===== src/hdl/rtc_pkg.sv =====
// constants shared by the real-time counter and tick timer design
// assumes one bus clock; the slow clock arrives as a sampled pin
package rtc_pkg;
    // register byte offsets
    localparam logic [4:0] OFS_MAIN_CONTROL = 5'h00;
    localparam logic [4:0] OFS_COUNTER_SYNC_STATE = 5'h01;
    localparam logic [4:0] OFS_EVENT_ENABLES = 5'h02;
    localparam logic [4:0] OFS_EVENT_FLAGS = 5'h03;
    localparam logic [4:0] OFS_WIDE_ACCESS_LATCH = 5'h04;
    localparam logic [4:0] OFS_HALT_CONTROL = 5'h05;
    localparam logic [4:0] OFS_CRYSTAL_PPM_TRIM = 5'h06;
    localparam logic [4:0] OFS_SOURCE_SELECT = 5'h07;
    localparam logic [4:0] OFS_COUNT_LO = 5'h08;
    localparam logic [4:0] OFS_COUNT_HI = 5'h09;
    localparam logic [4:0] OFS_TOP_LO = 5'h0A;
    localparam logic [4:0] OFS_TOP_HI = 5'h0B;
    localparam logic [4:0] OFS_MATCH_LO = 5'h0C;
    localparam logic [4:0] OFS_MATCH_HI = 5'h0D;
    localparam logic [4:0] OFS_TICK_CONTROL = 5'h10;
    localparam logic [4:0] OFS_TICK_STATE = 5'h11;
    localparam logic [4:0] OFS_TICK_ENABLES = 5'h12;
    localparam logic [4:0] OFS_TICK_FLAGS = 5'h13;
    localparam logic [4:0] OFS_TICK_HALT_CONTROL = 5'h15;

    // field positions
    localparam int MAIN_KEEP_ALIVE_BIT = 7;
    localparam int MAIN_DIV_LSB = 3;
    localparam int MAIN_DIV_MSB = 6;
    localparam int MAIN_DRIFT_FIX_BIT = 2;
    localparam int MAIN_ENABLE_BIT = 0;
    localparam int TICK_PERIOD_LSB = 3;
    localparam int TICK_PERIOD_MSB = 6;
    localparam int TICK_ENABLE_BIT = 0;
    localparam int OVERFLOW_EVENT_BIT = 0;
    localparam int MATCH_EVENT_BIT = 1;
    localparam int TICK_IRQ_BIT = 0;
    localparam int RUN_WHEN_HALTED_BIT = 0;
    localparam int PPM_SIGN_BIT = 7;

    // busy bits in the counter sync state register
    localparam int BUSY_CONTROL_BIT = 0;
    localparam int BUSY_COUNT_BIT = 1;
    localparam int BUSY_TOP_BIT = 2;
    localparam int BUSY_MATCH_BIT = 3;

    // writable masks and reset values
    localparam logic [7:0] MAIN_CONTROL_MASK = 8'hFD;
    localparam logic [7:0] TICK_CONTROL_MASK = 8'h79;
    localparam logic [7:0] REG_RESET = 8'h00;
    localparam logic [15:0] TOP_RESET = 16'hFFFF;
    localparam logic [15:0] WIDE_RESET = 16'h0000;

    // tick period codes that produce a wave
    localparam logic [3:0] TICK_CODE_MIN = 4'h1;
    localparam logic [3:0] TICK_CODE_MAX = 4'hE;

    // slow clock edges a written value spends crossing over
    localparam int SYNC_EDGES = 2;
    // correction slots per correction interval
    localparam int CORR_SLOTS = 128;
    localparam int PRESCALE_WIDTH = 15;

    typedef enum logic [0:0] {
        SYNC_IDLE = 1'b0,
        SYNC_WAIT = 1'b1
    } rtc_sync_e;
endpackage : rtc_pkg


===== src/hdl/rtc_edge_sync.sv =====
// two-stage synchroniser with rising-edge detect for the slow clock pin
// assumes the pin is far slower than clock
`timescale 1ns/1ps
module rtc_edge_sync
    import rtc_pkg::*;
(
    input wire logic clock,
    input wire logic srst,
    input wire logic pin,
    output logic rise
);
    logic stage1;
    logic stage2;
    logic stage3;

    // stage1 feeds stage2 only, edge is taken after it
    always_ff @(posedge clock)
    begin
        if (srst)
        begin
            stage1 <= 1'b0;
            stage2 <= 1'b0;
            stage3 <= 1'b0;
        end
        else
        begin
            stage1 <= pin;
            stage2 <= stage1;
            stage3 <= stage2;
        end
    end

    assign rise = stage2 & ~stage3;
endmodule : rtc_edge_sync


===== src/hdl/rtc_write_sync.sv =====
// holds a written value and releases it after a fixed count of slow edges
// assumes slow_edge is a one-cycle pulse per slow clock rising edge
`timescale 1ns/1ps
module rtc_write_sync
    import rtc_pkg::*;
#(
    parameter int WIDTH = 8,
    parameter logic [WIDTH-1:0] RESET_VALUE = '0
)
(
    input wire logic clock,
    input wire logic srst,
    input wire logic load,
    input wire logic [WIDTH-1:0] load_data,
    input wire logic slow_edge,
    output logic busy,
    output logic apply,
    output logic [WIDTH-1:0] data
);
    rtc_sync_e state;
    logic [1:0] edges;

    // a new write while waiting restarts the crossing with fresh data
    always_ff @(posedge clock)
    begin
        if (srst)
        begin
            state <= SYNC_IDLE;
            edges <= 2'h0;
            apply <= 1'b0;
        end
        else
        begin
            apply <= 1'b0;
            case (state)
                SYNC_IDLE:
                begin
                    if (load)
                    begin
                        state <= SYNC_WAIT;
                        edges <= 2'h0;
                    end
                end
                SYNC_WAIT:
                begin
                    if (load)
                        edges <= 2'h0;
                    else if (slow_edge)
                    begin
                        if (edges == 2'(SYNC_EDGES - 1))
                        begin
                            state <= SYNC_IDLE;
                            apply <= 1'b1;
                        end
                        edges <= edges + 2'h1;
                    end
                end
                default: state <= SYNC_IDLE;
            endcase
        end
    end

    // shadow copy seen by software until it lands
    always_ff @(posedge clock)
    begin
        if (srst)
            data <= RESET_VALUE;
        else if (load)
            data <= load_data;
    end

    assign busy = (state == SYNC_WAIT) | apply;
endmodule : rtc_write_sync


===== src/hdl/rtc_core.sv =====
// real-time counter and periodic tick timer with byte register port
// assumes slow_clock is an async pin, far slower than clock; debug_halt
// and standby come from logic on clock
//
// Our own choice: strobed register access.
`timescale 1ns/1ps
module rtc_core
    import rtc_pkg::*;
#(
    parameter int CORR_INTERVAL = 1000000
)
(
    input wire logic clock,
    input wire logic srst,
    input wire logic slow_clock,
    input wire logic standby_sleep,
    input wire logic debug_halt,
    input wire logic [4:0] reg_addr,
    input wire logic [7:0] reg_wdata,
    input wire logic reg_wr,
    input wire logic reg_rd,
    output logic [7:0] reg_rdata,
    output logic counter_irq,
    output logic tick_irq,
    output logic tick_wave
);
    localparam int CORR_STEP = CORR_INTERVAL / CORR_SLOTS;

    // prescale mask for a divider code
    function automatic logic [PRESCALE_WIDTH-1:0] div_mask(input logic [3:0] code);
        div_mask = PRESCALE_WIDTH'((32'h1 << code) - 32'h1);
    endfunction : div_mask

    // one-cycle write strobe for a given offset
    function automatic logic wr_at(input logic [4:0] ofs, input logic [4:0] addr,
                                   input logic wr);
        wr_at = wr & (addr == ofs);
    endfunction : wr_at

    logic slow_edge;
    logic [7:0] halt_control;
    logic [7:0] tick_halt_control;
    logic [7:0] crystal_ppm_trim;
    logic [7:0] source_select;
    logic [7:0] event_enables;
    logic [7:0] tick_enables;
    logic [1:0] event_flags;
    logic tick_flag;
    logic [7:0] wide_access_latch;
    logic [7:0] main_active;
    logic [7:0] tick_active;
    logic [15:0] count_value;
    logic [15:0] top_active;
    logic [15:0] match_active;
    logic [PRESCALE_WIDTH-1:0] prescale;
    logic [31:0] corr_cycle;
    logic [6:0] corr_slot;
    logic tick_prev;

    // crossing units
    logic ctrl_busy, ctrl_apply;
    logic [7:0] ctrl_data;
    logic tick_busy, tick_apply;
    logic [7:0] tick_data;
    logic count_busy, count_apply;
    logic [15:0] count_data;
    logic top_busy, top_apply;
    logic [15:0] top_data;
    logic match_busy, match_apply;
    logic [15:0] match_data;

    logic wr_count_hi;
    logic wr_top_hi;
    logic wr_match_hi;
    logic counter_run;
    logic prescale_run;
    logic corr_now;
    logic corr_hold;
    logic corr_skip;
    logic counter_step;
    logic overflow_hit;
    logic match_hit;
    logic [15:0] next_count;
    logic [3:0] tick_code;
    logic tick_rise;

    rtc_edge_sync u_slow_sync (
        .clock(clock), .srst(srst),
        .pin(slow_clock), .rise(slow_edge)
    );

    assign wr_count_hi = wr_at(OFS_COUNT_HI, reg_addr, reg_wr);
    assign wr_top_hi = wr_at(OFS_TOP_HI, reg_addr, reg_wr);
    assign wr_match_hi = wr_at(OFS_MATCH_HI, reg_addr, reg_wr);

    // every slow-domain write waits for the edge count before landing
    rtc_write_sync #(.WIDTH(8), .RESET_VALUE(REG_RESET)) u_ctrl_sync (
        .clock(clock), .srst(srst), .slow_edge(slow_edge),
        .load(wr_at(OFS_MAIN_CONTROL, reg_addr, reg_wr)),
        .load_data(reg_wdata & MAIN_CONTROL_MASK),
        .busy(ctrl_busy), .apply(ctrl_apply), .data(ctrl_data)
    );

    rtc_write_sync #(.WIDTH(8), .RESET_VALUE(REG_RESET)) u_tick_sync (
        .clock(clock), .srst(srst), .slow_edge(slow_edge),
        .load(wr_at(OFS_TICK_CONTROL, reg_addr, reg_wr)),
        .load_data(reg_wdata & TICK_CONTROL_MASK),
        .busy(tick_busy), .apply(tick_apply), .data(tick_data)
    );

    rtc_write_sync #(.WIDTH(16), .RESET_VALUE(WIDE_RESET)) u_count_sync (
        .clock(clock), .srst(srst), .slow_edge(slow_edge),
        .load(wr_count_hi), .load_data({reg_wdata, wide_access_latch}),
        .busy(count_busy), .apply(count_apply), .data(count_data)
    );

    rtc_write_sync #(.WIDTH(16), .RESET_VALUE(TOP_RESET)) u_top_sync (
        .clock(clock), .srst(srst), .slow_edge(slow_edge),
        .load(wr_top_hi), .load_data({reg_wdata, wide_access_latch}),
        .busy(top_busy), .apply(top_apply), .data(top_data)
    );

    rtc_write_sync #(.WIDTH(16), .RESET_VALUE(WIDE_RESET)) u_match_sync (
        .clock(clock), .srst(srst), .slow_edge(slow_edge),
        .load(wr_match_hi), .load_data({reg_wdata, wide_access_latch}),
        .busy(match_busy), .apply(match_apply), .data(match_data)
    );

    // plain control registers, effective at once
    always_ff @(posedge clock)
    begin
        if (srst)
        begin
            halt_control <= REG_RESET;
            tick_halt_control <= REG_RESET;
            crystal_ppm_trim <= REG_RESET;
            source_select <= REG_RESET;
            event_enables <= REG_RESET;
            tick_enables <= REG_RESET;
        end
        else if (reg_wr)
        begin
            case (reg_addr)
                OFS_HALT_CONTROL: halt_control <= {7'h00, reg_wdata[RUN_WHEN_HALTED_BIT]};
                OFS_TICK_HALT_CONTROL: tick_halt_control <= {7'h00, reg_wdata[0]};
                OFS_CRYSTAL_PPM_TRIM: crystal_ppm_trim <= reg_wdata;
                OFS_SOURCE_SELECT: source_select <= {6'h00, reg_wdata[1:0]};
                OFS_EVENT_ENABLES: event_enables <= {6'h00, reg_wdata[1:0]};
                OFS_TICK_ENABLES: tick_enables <= {7'h00, reg_wdata[TICK_IRQ_BIT]};
                default: ;
            endcase
        end
    end

    // shared byte latch: low byte write parks, low byte read snapshots high
    always_ff @(posedge clock)
    begin
        if (srst)
            wide_access_latch <= REG_RESET;
        else if (reg_wr && reg_addr inside {OFS_WIDE_ACCESS_LATCH, OFS_COUNT_LO,
                                            OFS_TOP_LO, OFS_MATCH_LO})
            wide_access_latch <= reg_wdata;
        else if (reg_rd)
        begin
            case (reg_addr)
                OFS_COUNT_LO: wide_access_latch <= count_value[15:8];
                OFS_TOP_LO: wide_access_latch <= top_data[15:8];
                OFS_MATCH_LO: wide_access_latch <= match_data[15:8];
                default: ;
            endcase
        end
    end

    // landed copies that actually steer the slow-domain logic
    always_ff @(posedge clock)
    begin
        if (srst)
        begin
            main_active <= REG_RESET;
            tick_active <= REG_RESET;
            top_active <= TOP_RESET;
            match_active <= WIDE_RESET;
        end
        else
        begin
            if (ctrl_apply)
                main_active <= ctrl_data;
            if (tick_apply)
                tick_active <= tick_data;
            if (top_apply)
                top_active <= top_data;
            if (match_apply)
                match_active <= match_data;
        end
    end

    // idle sleep has no term here: only standby and halt gate the counter
    assign counter_run = main_active[MAIN_ENABLE_BIT]
        & ~(standby_sleep & ~main_active[MAIN_KEEP_ALIVE_BIT])
        & ~(debug_halt & ~halt_control[RUN_WHEN_HALTED_BIT]);
    // one chain for both users, idle only when both are off
    assign prescale_run = main_active[MAIN_ENABLE_BIT] | tick_active[TICK_ENABLE_BIT];

    // correction: one slot per step, the first trim slots adjust a cycle
    assign corr_now = main_active[MAIN_DRIFT_FIX_BIT] & (corr_slot < crystal_ppm_trim[6:0])
        & (corr_cycle == 32'(CORR_STEP - 1));
    assign corr_hold = corr_now & ~crystal_ppm_trim[PPM_SIGN_BIT];
    assign corr_skip = corr_now & crystal_ppm_trim[PPM_SIGN_BIT];

    always_ff @(posedge clock)
    begin
        if (srst)
        begin
            corr_cycle <= 32'h0;
            corr_slot <= 7'h00;
        end
        else if (slow_edge && prescale_run)
        begin
            if (corr_cycle == 32'(CORR_STEP - 1))
            begin
                corr_cycle <= 32'h0;
                corr_slot <= corr_slot + 7'h01;
            end
            else
                corr_cycle <= corr_cycle + 32'h1;
        end
    end

    // shared prescaler; hold slows, double step speeds up
    always_ff @(posedge clock)
    begin
        if (srst)
            prescale <= '0;
        else if (!prescale_run)
            prescale <= '0;
        else if (slow_edge && !corr_hold)
            prescale <= prescale + (corr_skip ? PRESCALE_WIDTH'(2) : PRESCALE_WIDTH'(1));
    end

    // counter steps when the low divider bits of the chain are all ones
    assign counter_step = slow_edge & counter_run & ~corr_hold
        & ((prescale & div_mask(main_active[MAIN_DIV_MSB:MAIN_DIV_LSB]))
           == div_mask(main_active[MAIN_DIV_MSB:MAIN_DIV_LSB]));
    assign overflow_hit = counter_step & (count_value == top_active);
    assign next_count = overflow_hit ? 16'h0000 : count_value + 16'h0001;
    assign match_hit = counter_step & (next_count == match_active);

    // count value, a landed software write takes precedence
    always_ff @(posedge clock)
    begin
        if (srst)
            count_value <= WIDE_RESET;
        else if (count_apply)
            count_value <= count_data;
        else if (counter_step)
            count_value <= next_count;
    end

    // tick wave follows a chain bit; halt forces it low unless the tick run-when-halted bit is set
    assign tick_code = tick_active[TICK_PERIOD_MSB:TICK_PERIOD_LSB];
    always_ff @(posedge clock)
    begin
        if (srst)
            tick_wave <= 1'b0;
        else
            tick_wave <= tick_active[TICK_ENABLE_BIT]
                & (tick_code >= TICK_CODE_MIN) & (tick_code <= TICK_CODE_MAX)
                & prescale[tick_code]
                & ~(debug_halt & ~tick_halt_control[RUN_WHEN_HALTED_BIT]);
    end

    // a high wave forced low by halt rises again on resume if its chain bit is still high
    always_ff @(posedge clock)
    begin
        if (srst)
            tick_prev <= 1'b0;
        else
            tick_prev <= tick_wave;
    end
    assign tick_rise = tick_wave & ~tick_prev;

    // sticky flags; a same-cycle event beats the software clear
    always_ff @(posedge clock)
    begin
        if (srst)
        begin
            event_flags <= 2'b00;
            tick_flag <= 1'b0;
        end
        else
        begin
            event_flags[OVERFLOW_EVENT_BIT] <= overflow_hit
                | (event_flags[OVERFLOW_EVENT_BIT]
                   & ~(wr_at(OFS_EVENT_FLAGS, reg_addr, reg_wr)
                       & reg_wdata[OVERFLOW_EVENT_BIT]));
            event_flags[MATCH_EVENT_BIT] <= match_hit
                | (event_flags[MATCH_EVENT_BIT]
                   & ~(wr_at(OFS_EVENT_FLAGS, reg_addr, reg_wr)
                       & reg_wdata[MATCH_EVENT_BIT]));
            tick_flag <= tick_rise
                | (tick_flag & ~(wr_at(OFS_TICK_FLAGS, reg_addr, reg_wr)
                                 & reg_wdata[TICK_IRQ_BIT]));
        end
    end

    // two request lines, one per vector
    assign counter_irq = |(event_flags & event_enables[1:0]);
    assign tick_irq = tick_flag & tick_enables[TICK_IRQ_BIT];

    // read data stand one cycle after the strobe, zero otherwise
    always_ff @(posedge clock)
    begin
        if (srst)
            reg_rdata <= REG_RESET;
        else if (!reg_rd)
            reg_rdata <= REG_RESET;
        else
        begin
            case (reg_addr)
                OFS_MAIN_CONTROL: reg_rdata <= ctrl_data;
                OFS_COUNTER_SYNC_STATE: reg_rdata <= {4'h0, match_busy, top_busy,
                                                      count_busy, ctrl_busy};
                OFS_EVENT_ENABLES: reg_rdata <= event_enables;
                OFS_EVENT_FLAGS: reg_rdata <= {6'h00, event_flags};
                OFS_WIDE_ACCESS_LATCH: reg_rdata <= wide_access_latch;
                OFS_HALT_CONTROL: reg_rdata <= halt_control;
                OFS_CRYSTAL_PPM_TRIM: reg_rdata <= crystal_ppm_trim;
                OFS_SOURCE_SELECT: reg_rdata <= source_select;
                OFS_COUNT_LO: reg_rdata <= count_value[7:0];
                OFS_TOP_LO: reg_rdata <= top_data[7:0];
                OFS_MATCH_LO: reg_rdata <= match_data[7:0];
                OFS_COUNT_HI, OFS_TOP_HI, OFS_MATCH_HI: reg_rdata <= wide_access_latch;
                OFS_TICK_CONTROL: reg_rdata <= tick_data;
                OFS_TICK_STATE: reg_rdata <= {7'h00, tick_busy};
                OFS_TICK_ENABLES: reg_rdata <= tick_enables;
                OFS_TICK_FLAGS: reg_rdata <= {7'h00, tick_flag};
                OFS_TICK_HALT_CONTROL: reg_rdata <= tick_halt_control;
                default: reg_rdata <= REG_RESET;
            endcase
        end
    end
endmodule : rtc_core


===== config.mk =====
export PLATFORM = sky130hd
export DESIGN_NAME = rtc_core
export DESIGN_NICKNAME = d
export VERILOG_FILES = /design/src/hdl/rtc_pkg.sv /design/src/hdl/rtc_edge_sync.sv /design/src/hdl/rtc_write_sync.sv /design/src/hdl/rtc_core.sv
export SDC_FILE = /design/constraint.sdc
export NUM_CORES = 1
export LEC_CHECK = 0
export ABC_AREA = 1
export BUFFER_PORTS_ARGS = -buffer_cell sky130_fd_sc_hd__buf_2
export CORE_ASPECT_RATIO = 0.6
export CORE_MARGIN = 3
export CORE_UTILIZATION = 40
export CTS_BUF_LIST = sky130_fd_sc_hd__clkbuf_8 sky130_fd_sc_hd__clkbuf_16
export CTS_CLUSTER_DIAMETER = 120
export DETAILED_ROUTE_END_ITERATION = 12
export PLACE_DENSITY = 0.55
export RECOVER_POWER = 100
export SYNTH_ARGS = -nofsm -noshare
export SYNTH_HDL_FRONTEND = slang
export SYNTH_SLANG_ARGS = --single-unit

===== constraint.sdc =====
create_clock -name clock -period 5.2 [get_ports clock]
set_input_delay 1.04 -clock clock [delete_from_list [all_inputs] [get_ports clock]]
set_output_delay 1.04 -clock clock [all_outputs]
set_load 0.1 [all_outputs]

==> impl_metrics.py <==
metrics = {
    "timing": {
        "fin_ws_ns": 0.7273,
        "setup_tns_ns": 0,
        "worst_slew_pin_slew_ns": 2.086,
        "min_period_ns": 4.473,
        "clock_skew_ns": 0.01049,
        "fin_crit_sh_pct": 86.01,
        "hold_viol": 0,
        "fmax_mhz": 223.6,
        "rsz0062_at_grt": "no",
        "maxSlewHeadroom_pct": -39.08,
        "finalSetupViolCount": 0,
        "drv_slew": 121,
    },
    "clock_network": {
        "numCtsBuffers": 25,
        "cts-root-buf": "clkbuf_16",
        "postCtsHoldBufs": 0,
        "insertion_delay_ns": 0.53,
        "clock_sink_count": 233,
        "clock_path_buffers": 3,
        "clk_pin_slew_worst_paths_ns": 0.06,
        "cts_tree": "yes",
        "cts_setup_buffers": 0,
        "ctsResizeCount": 0,
        "htree_levels": 1,
    },
    "worst_setup_path": {
        "critical_path_class": "in -> reg",
        "crit_path_end_kind": "register",
        "crit_chain": "clkbuf_1 -> clkinvlp_2 -> nand2_1 -> o21ai_0",
        "crit_family": "buffers and inverters",
        "cp_data_arrival_time_ns": 4.85,
        "crit_required_ns": 5.57,
        "cpPeakStageDelay_ns": 1.66,
        "ff2ff_setup_slack_ns": 1.08,
        "cp_num_buf_inv": 2,
        "cp_num_cells": 4,
        "r2r_cells": 14,
        "r2r-end": "count_value[1]",
        "r2r_start": "main_active[5]",
        "cp_slowest_cell": "clkinvlp_2",
        "critPathLaunchType": "input pin",
        "crit_fanout": 44,
    },
    "cells_and_area": {
        "antenna_cells": 0,
        "syn2layout_area_growth_pct": 10.19,
        "finish.instance_area_um2": 12600,
        "drive_above_1_share_pct": 6.048,
        "fin_cells": 2037,
        "num-fill-cells": 2915,
        "final_nets": 1691,
        "utilization_pct": 45.28,
    },
    "logic_synthesis": {
        "async_flop_share_pct": 0,
        "synth_common_cells": "nand2_1 (298), dfxtp_1 (233), inv_1 (209)",
        "synth_area_leaders": "dfxtp_1 (41%), nand2_1 (9.8%), inv_1 (6.9%), nor2_1 (6.7%), o21ai_0 (6.5%)",
        "synth_top_area_share_pct": 40.81,
        "yosysSeqAreaShare_pct": 40.81,
        "post-synth-top-area-cell": "dfxtp_1",
        "synth_seq_cells": 233,
        "ys_warn_count": 0,
        "synthSimpleGateAreaFrac_pct": 27.89,
        "synth-xor-area-share_pct": 1.532,
        "yosysUniqueCellTypes": 52,
        "synth_top_flop_cell": "dfxtp_1",
        "syn_nets": 1681,
        "synthesis.area_um2": 11430,
        "synth_most_common_cell": "nand2_1",
        "synth_top_family_by_area": "simple AND/OR/NAND/NOR gates",
        "synth_compound_area_share_pct": 18.39,
        "syn_inst": 1643,
        "synthAdderAreaFrac_pct": 2.036,
        "postSynthAreaPerCell_um2": 6.957,
        "synth-edff-count": 0,
        "muxShareOfSynthArea_pct": 0,
    },
    "global_route": {
        "grt_max_degree": 45,
        "antenna_found_initial": 1,
        "grt_pass1_wl_mm": 58.49,
        "grt_remaining_overflow": 0,
        "grt.total_usage_pct": 24.48,
        "grt_pass1_vias": 9918,
    },
    "die": {
        "core_um2": 27820,
        "initial_core_util_pct": 41.10,
        "fp-row-count": 47,
        "ios": 31,
        "die_area_um2": 30710,
        "dieWidth_um": 224.2,
        "die_h_um": 136.9,
    },
    "outcome": {
        "violations": "max-capacitance violations, max-slew violations",
        "status": "finished with violations",
    },
    "placement": {
        "dp_hpwl_mm": 28.10,
        "dp_cells": 1993,
        "pre_cts_ws_ns": 1.315,
        "placed_area_um2": 11890,
        "globalplace.congestion": 0.9431,
        "port_buffers": 30,
    },
    "job": {
        "cap_violations": 3,
    },
    "min_path": {
        "min_from": "u_slow_sync.stage1",
        "worstHoldPathCells": 2,
        "hp-class": "reg -> reg",
        "min_to": "u_slow_sync.stage2",
    },
    "pwr": {
        "irDropWorstVdd_uv": 226.8,
        "leakagePower_nw": 4.883,
        "powerDensity_nw_per_um2": 298.5,
    },
    "routing": {
        "antenna_left": 0,
        "drtIter0Drc": 1355,
        "drtPass1Iterations": 6,
        "routedWlPerCell_um": 18.57,
        "dr_total_vias": 11075,
        "totalWireLength_mm": 37.82,
        "drc": 0,
        "via_per_inst": 5.437,
    },
}
kinds of logic after synthesis:
family          after synthesis
compound gates              373
fa+ha+maj                    18
simple gates                722
xor+xnor                     20
flops                       233
buf+inv                     277
how the worst max path moves through the flow:
stage | startpoint | end | slack [ns]
2_1_floorplan | corr_cycle[9] | prescale[14] | 2.16
3_3_place_gp | corr_cycle[9] | prescale[14] | 1.40
3_5_place_dp | corr_cycle[9] | prescale[14] | 1.32
4_1_cts | corr_cycle[9] | prescale[14] | 1.29
5_1_grt | srst | u_ctrl_sync.data[0] | 0.44
6_report | srst | source_select[0] | 0.73
worst register-to-register path: cells and delay by family, from the launching register on:
kind	cells	cell delay (ns)
buf+inv	1	0.16
simple gates	9	2.69
fa+ha+maj	1	0.32
flops	1	0.45
compound gates	3	0.43
cell usage in the layout, fill, tap and decap left out, types with 6 or more instances in the layout:
cell type and instances:
a21oi_1 141, a221oi_1 26, a31oi_1 7, buf_2 17, buf_4 6, clkbuf_1 16
clkbuf_16 25, clkinv_2 9, dfxtp_1 233, ha_1 17, inv_1 212, inv_2 6
nand2_1 300, nand3_1 70, nand3b_1 6, nand4_1 33, nor2_1 211, nor3_1 53
nor3b_1 7, nor4_1 15, o211ai_1 14, o21ai_0 149, o22ai_1 14, or2_2 10
xnor2_1 8, xor2_1 12
where the power goes:
part	total [mW]	switching, mW	leakage, nW	internal (mW)
sequential	1.80	0.00908	1.88	1.79
clock	1.83	0.785	0.415	1.04
combinational	0.129	0.101	2.59	0.0275
state kept, by name (all words and copies together) (netlist names), 7 cells and up:
name and count:
corr_cycle 32, corr_slot 7, count_value 16, crystal_ppm_trim 8
main_active 7, match_active 16, prescale 15, reg_rdata 8
top_active 16, u_count_sync.data 16, u_ctrl_sync.data 7, u_match_sync.data 16
u_top_sync.data 16, wide_access_latch 8
routing by layer:
| metal | share of wire (%) | global-route usage [%] |
|---|---|---|
| met3 | 9.7 | 6.088 |
| met1 | 53 | 40.53 |
| met5 | 0.034 | 0 |
| met4 | 1.6 | 4.267 |
| met2 | 35 | 30.77 |
area by class of cell:
class / count / area (um^2) / area share (%)
inverters: 220 / 829.5 / 6.586
multi-input cells: 1133 / 5635 / 44.74
clock buffers: 26 / 639.4 / 5.076
well taps: 367 / 459.2 / 3.646
repair buffers: 40 / 195.2 / 1.550
flip-flops and latches: 233 / 4664 / 37.03
clock inverters: 18 / 172.7 / 1.371
stage by stage:
stage / power [mW] / hold WS [ns]
2_1_floorplan: 1.914 / 0.3883
3_3_place_gp: 1.970 / 0.4024
3_5_place_dp: 1.970 / 0.4014
4_1_cts: 3.782 / 0.4101
5_1_grt: 3.866 / 0.4186
6_report: 3.760 / 0.4049
(Power assumes the default switching activity.)
